==> src/status_flag_pkg.sv <==
// Purpose: Shared constants and types for the core status flag logic
// Assumes: 8-bit data path, one clock, synchronous reset
// Notes: Register port reaches the flag register at a chosen offset
package status_flag_pkg;

  localparam int DATA_W = 8;
  localparam int ADDR_W = 4;

  // Register offsets
  localparam logic [ADDR_W-1:0] STATUS_FLAGS_OFFSET = 4'h0;
  localparam logic [ADDR_W-1:0] RESET_CAUSE_OFFSET = 4'h1;

  // Field positions in the flag register
  localparam int CARRY_BIT = 0;
  localparam int HALF_CARRY_BIT = 1;
  localparam int ZERO_BIT = 2;
  localparam int POWERDOWN_BIT = 3;
  localparam int TIMEOUT_BIT = 4;
  localparam int NIBBLE_W = 4;

  // Reset values
  localparam logic TIMEOUT_RESET = 1'h1;
  localparam logic POWERDOWN_RESET = 1'h1;
  localparam logic [2:0] ARITH_FLAGS_RESET = 3'h0;
  localparam logic [DATA_W-1:0] UNMAPPED_READ = 8'h00;

  typedef enum logic [2:0]
  {
    op_none,
    op_add,
    op_sub,
    op_logic
  } alu_op_type;

  // One instruction result presented by the core
  typedef struct packed
  {
    alu_op_type op;
    logic [DATA_W-1:0] operand_a;
    logic [DATA_W-1:0] operand_b;
    logic [DATA_W-1:0] logic_result;
  } alu_req_type;

  // Core events that move the time-out and power-down flags
  typedef struct packed
  {
    logic watchdog_clear_instr;
    logic sleep_instr;
    logic watchdog_timeout;
  } core_event_type;

  typedef struct packed
  {
    logic write;
    logic read;
    logic [ADDR_W-1:0] addr;
    logic [DATA_W-1:0] wdata;
  } reg_req_type;

endpackage

==> src/core_status_flag_logic.sv <==
// Purpose: Status flags of an 8-bit core: time-out, power-down, zero,
//   half-carry and carry, with a small register port
// Assumes: All inputs synchronous to clk; srst is the power-on or
//   brown-out reset, other_reset covers every other reset cause
// Notes: Flag register at offset 0, reset-cause bit at offset 1
`timescale 1ns/1ps
module core_status_flag_logic
  import status_flag_pkg::*;
(
  input wire logic clk, // Core clock, 200 MHz
  input wire logic srst, // Power-on or brown-out reset
  input wire logic ce, // Clock enable, low freezes all state
  input wire logic other_reset, // Any non power-on reset, one cycle
  input wire status_flag_pkg::core_event_type core_event, // Core events
  input wire status_flag_pkg::alu_req_type alu_req, // Instruction result
  input wire status_flag_pkg::reg_req_type reg_req, // Register access
  output logic [status_flag_pkg::DATA_W-1:0] rdata, // Read data
  output logic [status_flag_pkg::DATA_W-1:0] alu_result, // ALU sum, difference or logic result
  output logic timeout_flag, // Time-out flag
  output logic powerdown_flag, // Power-down flag
  output logic zero_flag, // Zero flag
  output logic half_carry_flag, // Half-carry or inverted borrow
  output logic carry_flag // Carry or inverted borrow
);
  import status_flag_pkg::*;

  logic [DATA_W-1:0] addend;
  logic carry_in;
  logic [NIBBLE_W:0] low_sum;
  logic [DATA_W:0] full_sum;
  logic arith_op;
  logic flag_update;
  logic next_zero;
  logic next_half_carry;
  logic next_carry;
  logic flag_write;
  logic [DATA_W-1:0] status_view;
  logic other_reset_seen;

  // Subtract reuses the adder; the carry-in completes two's complement
  always_comb
  begin
    arith_op = (alu_req.op == op_add) || (alu_req.op == op_sub);
    if (alu_req.op == op_sub)
    begin
      addend = ~alu_req.operand_b;
      carry_in = 1'b1;
    end
    else
    begin
      addend = alu_req.operand_b;
      carry_in = 1'b0;
    end
    low_sum = {1'b0, alu_req.operand_a[NIBBLE_W-1:0]}
      + {1'b0, addend[NIBBLE_W-1:0]}
      + {{NIBBLE_W{1'b0}}, carry_in};
    full_sum = {1'b0, alu_req.operand_a} + {1'b0, addend}
      + {{DATA_W{1'b0}}, carry_in};
  end

  // Carries straight from the sum give inverted borrow on subtract
  always_comb
  begin
    flag_update = ce && (alu_req.op != op_none);
    next_half_carry = low_sum[NIBBLE_W];
    next_carry = full_sum[DATA_W];
    if (arith_op)
      next_zero = (full_sum[DATA_W-1:0] == '0);
    else
      next_zero = (alu_req.logic_result == '0);
  end

  assign flag_write = reg_req.write && (reg_req.addr == STATUS_FLAGS_OFFSET);

  always_ff @(posedge clk)
  begin
    if (srst)
      alu_result <= '0;
    else if (ce && alu_req.op != op_none)
    begin
      if (arith_op)
        alu_result <= full_sum[DATA_W-1:0];
      else
        alu_result <= alu_req.logic_result;
    end
  end

  // Watchdog time-out wins over a clear instruction in the same cycle
  always_ff @(posedge clk)
  begin
    if (srst)
      timeout_flag <= TIMEOUT_RESET;
    else if (ce)
    begin
      if (core_event.watchdog_timeout)
        timeout_flag <= 1'b0;
      else if (core_event.watchdog_clear_instr || core_event.sleep_instr)
        timeout_flag <= 1'b1;
    end
  end

  always_ff @(posedge clk)
  begin
    if (srst)
      powerdown_flag <= POWERDOWN_RESET;
    else if (ce)
    begin
      if (core_event.sleep_instr)
        powerdown_flag <= 1'b0;
      else if (core_event.watchdog_clear_instr)
        powerdown_flag <= 1'b1;
    end
  end

  // Instruction result takes priority over a software write
  always_ff @(posedge clk)
  begin
    if (srst)
      {zero_flag, half_carry_flag, carry_flag} <= ARITH_FLAGS_RESET;
    else if (ce && !other_reset)
    begin
      if (flag_update)
      begin
        zero_flag <= next_zero;
        if (arith_op)
        begin
          half_carry_flag <= next_half_carry;
          carry_flag <= next_carry;
        end
      end
      else if (flag_write)
      begin
        zero_flag <= reg_req.wdata[ZERO_BIT];
        half_carry_flag <= reg_req.wdata[HALF_CARRY_BIT];
        carry_flag <= reg_req.wdata[CARRY_BIT];
      end
    end
  end

  // Remembers that a non power-on reset has happened since power-on
  always_ff @(posedge clk)
  begin
    if (srst)
      other_reset_seen <= 1'b0;
    else if (ce && other_reset)
      other_reset_seen <= 1'b1;
  end

  always_comb
  begin
    status_view = '0;
    status_view[TIMEOUT_BIT] = timeout_flag;
    status_view[POWERDOWN_BIT] = powerdown_flag;
    status_view[ZERO_BIT] = zero_flag;
    status_view[HALF_CARRY_BIT] = half_carry_flag;
    status_view[CARRY_BIT] = carry_flag;
  end

  always_ff @(posedge clk)
  begin
    if (srst)
      rdata <= '0;
    else if (ce)
    begin
      if (!reg_req.read)
        rdata <= '0;
      else if (reg_req.addr == STATUS_FLAGS_OFFSET)
        rdata <= status_view;
      else if (reg_req.addr == RESET_CAUSE_OFFSET)
        rdata <= {{(DATA_W-1){1'b0}}, other_reset_seen};
      else
        rdata <= UNMAPPED_READ;
    end
  end
endmodule

==> config.mk <==
export PLATFORM = sky130hd
export DESIGN_NAME = core_status_flag_logic
export DESIGN_NICKNAME = d
export VERILOG_FILES = /design/src/status_flag_pkg.sv /design/src/core_status_flag_logic.sv
export SDC_FILE = /design/constraint.sdc
export NUM_CORES = 1
export LEC_CHECK = 0
export BUFFER_PORTS_ARGS = -buffer_cell sky130_fd_sc_hd__buf_2
export CORE_AREA = 3 3 59 61
export CTS_CLUSTER_DIAMETER = 40
export DETAILED_ROUTE_END_ITERATION = 8
export DIE_AREA = 0 0 62 64
export PLACE_DENSITY = 0.79
export SYNTH_ARGS = -nofsm -noshare
export SYNTH_HDL_FRONTEND = slang
export SYNTH_SLANG_ARGS = --single-unit
==> constraint.sdc <==
create_clock -name clk -period 2.86 [get_ports clk]
set_input_delay 0.286 -clock clk [delete_from_list [all_inputs] [get_ports clk]]
set_output_delay 0.286 -clock clk [all_outputs]
set_load 0.02 [all_outputs]
==> flow_summary.yaml, run 1 <==
outcome:
  outcome: "finished, final reports clean"
cts:
  htree_levels: 1
  path_clk_slew_ns: 0.10
  clockBufferDepth: 2
  cts_tree: "done"
  hold_buffers: 0
  cts_setup_buffers: 0
  cts_buffers: 3
  clk-insertion-delay-late_ns: 0.29
  ctsResizeCount: 0
  cts_sinks: 19
  cts_root_buf: "clkbuf_4"
global_routing:
  gr-usage-all-layers: 0.166
  grt_antenna_before_repair: 0
  grt_pass1_wl_mm: 5.15
  grt_max_degree: 22
  grt_pass1_vias: 1197
  grt.overflow.total: 0
route:
  wl_per_cell_um: 12.3
  drt_iter0_drc: 92
  num_vias: 1385
  via_per_inst: 5.05
  drc_errors: 0
  highest-signal-layer: "met3"
  met2WireLength_mm: 1.54
  met1_length_mm: 1.54
  wl_mm: 3.36
  wl_met3_um: 285
  postRouteAntennaNets: 0
  firstDrtPassIters: 4
placement:
  dp_hpwl_mm: 2.74
  preCtsSetupSlack_ns: 0.0439
  place.gp.congestion: 0.818
  place_inst: 270
  port_buffers: 60
critical_path:
  path_max_fanout: 5
  rr_startpoint: "powerdown_flag$_SDFFE_PP1P_"
  worstSetupEndpointType: "flip-flop"
  cp.required_ns: 3.07
  arrival_ns: 2.71
  worstSetupStartpointType: "input port"
  crit_start: "alu_req[24]"
  crit_type: "input port to flip-flop"
floorplan:
  dieWidth_um: 62
  start_util: 0.457
  die_y_um: 64
  pin_count: 69
  core-area_um2: 3030
  dieArea_um2: 3970
  rows: 20
sta:
  fmax_mhz: 399
  finalSetupViolations: 0
  hold_viol_final: 0
  rsz0062_at_grt: "false"
  setup_ws_ns: 0.355
  tns_ns: 0
  holdWs_ns: 0.238
  skew_ns: 0.00124
  min_period_ns: 2.51
  slew_violations: 0
  period_share: 0.876
finish:
  fillers: 290
  area_delta_synth_final_pct: 26.6
  multi_input_area_um2: 936
  layout.cells.most_common: "buf_2"
  fin_util: 0.578
  ff_latch_area_um2: 380
  instances_no_fill: 274
  mostFrequentLayoutCells: "60 x buf_2, 19 x dfxtp_1, 18 x nor2_1"
  antenna_cells: 0
  drive_gt1_frac: 0.326
  finalNetCount: 288
synth:
  ys_warn_count: 0
  synth_area_um2: 1380
  synth_cells: 169
  netlist_top_cells_area: "dfxtp_1 28%, ha_1 7.2%, xor2_1 6.3%"
  synth_edf_count: 0
  ys_ff_latch: 19
  synth_area_leader_cell: "dfxtp_1"
  yosysSeqAreaShare: 0.275
  syn_avg_cell_area_um2: 8.18
  yosysUniqueCellTypes: 44
  synth_ff_type: "dfxtp_1"
  async_flop_share: 0
  yosysTopAreaCellShare: 0.275
power:
  p_per_area_nw_per_um2: 391
  ir_worst_vdd_v: 0.000144
  leakagePower_nw: 0.815
job:
  max_cap_violations: 0
hold_path:
  hp-start: "other_reset"
  worst_hold_path_type: "input port to flip-flop"
-- worst paths after layout --
| kind | endpoint | slack, ns | cells past startpoint |
|---|---|---|---|
| max reg2reg | powerdown_flag$_SDFFE_PP1P_ | 1.98 | 3 |
| min | other_reset_seen$_SDFFE_PP0P_ | 0.24 | 3 |
| max | alu_result[7]$_SDFFE_PP0P_ | 0.35 | 11 |
| min reg2reg | alu_result[3]$_SDFFE_PP0P_ | 0.46 | 2 |
-- final cells by class --
| type | count | share of cell area |
|---|---|---|
| multi-input combinational | 138 | 0.535 |
| clock buffer | 4 | 0.0150 |
| sequential | 19 | 0.217 |
| inverter | 4 | 0.00858 |
| tap | 44 | 0.0315 |
| timing repair buffer | 65 | 0.193 |
-- report_power, final --
part           leakage, nW  switching, mW  internal (mW)
Combinational        0.644          0.151          0.113
Clock               0.0150         0.0801         0.0542
Sequential           0.156        0.00714          0.279
-- worst max-delay path, stage by stage --
cell and delay (ns):
buf_2 0.12, nor3b_2 0.32, buf_4 0.23, xor2_1 0.15, ha_1 0.32, and3b_1 0.24, a221oi_4 0.30, o221ai_2 0.16
xnor2_1 0.22, nand2_1 0.09, a311oi_1 0.26
-- per-layer routing --
layer | up-vias | global-route usage
li1 | 724 | -
met1 | 595 | 0.232
met2 | 66 | 0.253
met3 | 0 | 0.0404
met4 | 0 | 0.0371
met5 | - | 0
-- Yosys cell counts (3+ instances only) --
cell type / number
a21oi_1: 15
a311oi_1: 5
buf_4: 3
clkbuf_1: 4
dfxtp_1: 19
ha_1: 8
inv_1: 4
nand2_1: 14
nand2b_1: 4
nor2_1: 18
nor2b_1: 5
nor3_1: 5
o21ai_0: 14
xnor2_1: 4
xor2_1: 10
-- kinds of logic after synthesis --
kind of cell,after synthesis,share of synthesized area
compound gates,50,0.243
fa+ha+maj,9,0.0869
buf+inv,14,0.0534
xor+xnor,14,0.0887
mux,4,0.0308
simple gates,58,0.220
flops,19,0.275
other cells,1,0.00271
-- flip-flops by register name, indices dropped and copies added (netlist names) --
name              count
other_reset_seen      1
half_carry_flag       1
powerdown_flag        1
carry_flag            1
timeout_flag          1
zero_flag             1
alu_result            8
rdata                 5
-- stage by stage --
step,instance area (µm²),total power [mW]
global route,1750,0.734
floorplan,1390,0.473
finish,1750,0.684
global placement,1720,0.549
detailed placement,1720,0.555
CTS,1750,0.686
No activity file was read; power rests on OpenSTA's default activity.
==> inputs of run 2 (changes only) <==
--- a/config.mk
+++ b/config.mk
@@ -10,7 +10,7 @@
 export CTS_CLUSTER_DIAMETER = 40
 export DETAILED_ROUTE_END_ITERATION = 8
 export DIE_AREA = 0 0 62 64
-export PLACE_DENSITY = 0.79
+export PLACE_DENSITY = 0.85
 export SYNTH_ARGS = -nofsm -noshare
 export SYNTH_HDL_FRONTEND = slang
 export SYNTH_SLANG_ARGS = --single-unit
==> flow_summary.yaml, run 2 (synthesis results as in run 1) <==
power:
  p_per_area_nw_per_um2: 392
  leakagePower_nw: 0.808
  ir_worst_vdd_v: 0.000152
  total_power_mw: 0.681
route:
  drc_errors: 0
  wl_mm: 3.21
  drt_iter0_drc: 104
  via_per_inst: 5.11
  num_vias: 1389
  firstDrtPassIters: 4
  postRouteAntennaNets: 0
  wl_per_cell_um: 11.8
cts:
  cts_buffers: 3
  cts_tree: "done"
  htree_levels: 1
  cts_sinks: 19
  cts_setup_buffers: 0
  ctsResizeCount: 0
  hold_buffers: 0
  clk-insertion-delay-late_ns: 0.30
  cts_root_buf: "clkbuf_4"
  path_clk_slew_ns: 0.11
  clockBufferDepth: 2
sta:
  finalSetupViolations: 0
  period_share: 0.840
  skew_ns: 0.000446
  rsz0062_at_grt: "false"
  holdWs_ns: 0.227
  slew_violations: 0
  timing.slew.headroom: 0.407
  tns_ns: 0
  min_period_ns: 2.40
  fmax_mhz: 416
  hold_viol_final: 0
  tightest_slew_ns: 0.888
critical_path:
  arrival_ns: 2.62
  slowest_delay_ns: 0.33
  worstSetupEndpointType: "flip-flop"
  critPathSlowestCell: "ha_1"
  crit_type: "input port to flip-flop"
  path_max_fanout: 8
  rr_startpoint: "powerdown_flag$_SDFFE_PP1P_"
  cp_num_buf_inv: 2
  regToRegEndpoint: "powerdown_flag$_SDFFE_PP1P_"
  r2r_setup_slack_ns: 1.98
  worstSetupStartpointType: "input port"
  cpLargestDelayFamily: "compound AO/OA/AOI/OAI gates"
  crit_start: "alu_req[26]"
  crit_chain: "buf_2, nor3b_2, buf_4, xor2_1, ha_1, and3b_1, a221oi_4, o221ai_2, xnor2_1, nand2_1, a311oi_1"
  reg2reg_depth: 3
  cp.required_ns: 3.08
floorplan:
  core-area_um2: 3030
  start_util: 0.457
  dieArea_um2: 3970
  die_y_um: 64
  pin_count: 69
  dieWidth_um: 62
  rows: 20
outcome:
  outcome: "finished, final reports clean"
global_routing:
  gr-usage-all-layers: 0.171
  grt_max_degree: 22
  grt_pass1_vias: 1261
  grt.overflow.total: 0
  grt_pass1_wl_mm: 5.33
  grt_antenna_before_repair: 0
finish:
  top_register: "alu_result"
  mostFrequentLayoutCells: "60 x buf_2, 19 x dfxtp_1, 18 x nor2_1"
  antenna_cells: 0
  finalNetCount: 286
  fin_util: 0.574
  fillers: 287
  largest_reg_flops: 8
  drive_gt1_frac: 0.325
  top_regs: "alu_result (8), rdata (5)"
  area_delta_synth_final_pct: 25.6
  layout.cells.most_common: "buf_2"
job:
  max_cap_violations: 0
hold_path:
  worst_hold_path_type: "input port to flip-flop"
  min_to: "other_reset_seen$_SDFFE_PP0P_"
  whs_path_depth: 3
  hp-start: "other_reset"
placement:
  port_buffers: 60
  dp_hpwl_mm: 2.65
  place.gp.congestion: 0.900
-- run 2: changes by cell type in the layout (fill, tap and decap cells not counted) --
| cell | before | now |
|---|---|---|
| buf_4 | 5 | 3 |
| clkbuf_1 | 1 | 0 |
| clkinv_2 | 0 | 1 |
-- run 2: worst max-delay path by stage --
stage,depth (start not counted),end
after floorplan,10,alu_result[7]$_SDFFE_PP0P_
after global placement,11,alu_result[7]$_SDFFE_PP0P_
after detailed placement,11,alu_result[7]$_SDFFE_PP0P_
after CTS,11,alu_result[7]$_SDFFE_PP0P_
after global routing,11,alu_result[5]$_SDFFE_PP0P_
final,11,alu_result[7]$_SDFFE_PP0P_
-- run 2: stage by stage --
stage	cell area (µm²)	setup slack, ns	std cells
3_3_place_gp	1710	0.220	268
4_1_cts	1740	0.443	272
2_1_floorplan	1390	0.443	171
3_5_place_dp	1710	0.125	268
6_report	1740	0.458	272
5_1_grt	1740	0.333	272
-- run 2: layer usage --
layer | part of all wire | up-vias | global-route usage
li1 | - | 720 | -
met1 | 0.43 | 611 | 0.232
met2 | 0.49 | 52 | 0.268
met3 | 0.064 | 6 | 0.0283
met4 | 0.013 | 0 | 0.0584
met5 | 0 | - | 0
-- run 2: worst register-to-register path, stage by stage (launching register included) --
cell and delay (ns):
dfxtp_1 0.34, a21oi_1 0.12, a21oi_1 0.05, or2_2 0.27
-- run 2: final cells by class --
class / instances / area, µm² / area share
multi-input combinational: 138 / 936 / 0.539
sequential: 19 / 380 / 0.219
timing repair buffer: 63 / 323 / 0.186
tap: 44 / 55.1 / 0.0317
clock buffer: 3 / 22.5 / 0.0130
inverter: 4 / 15.0 / 0.00865
clock inverter: 1 / 5.00 / 0.00288
-- run 2: power by group --
group	leakage [nW]	internal (mW)	switching (mW)
registers	0.156	0.279	0.00759
clock network	0.0177	0.0522	0.0862
logic	0.634	0.111	0.145
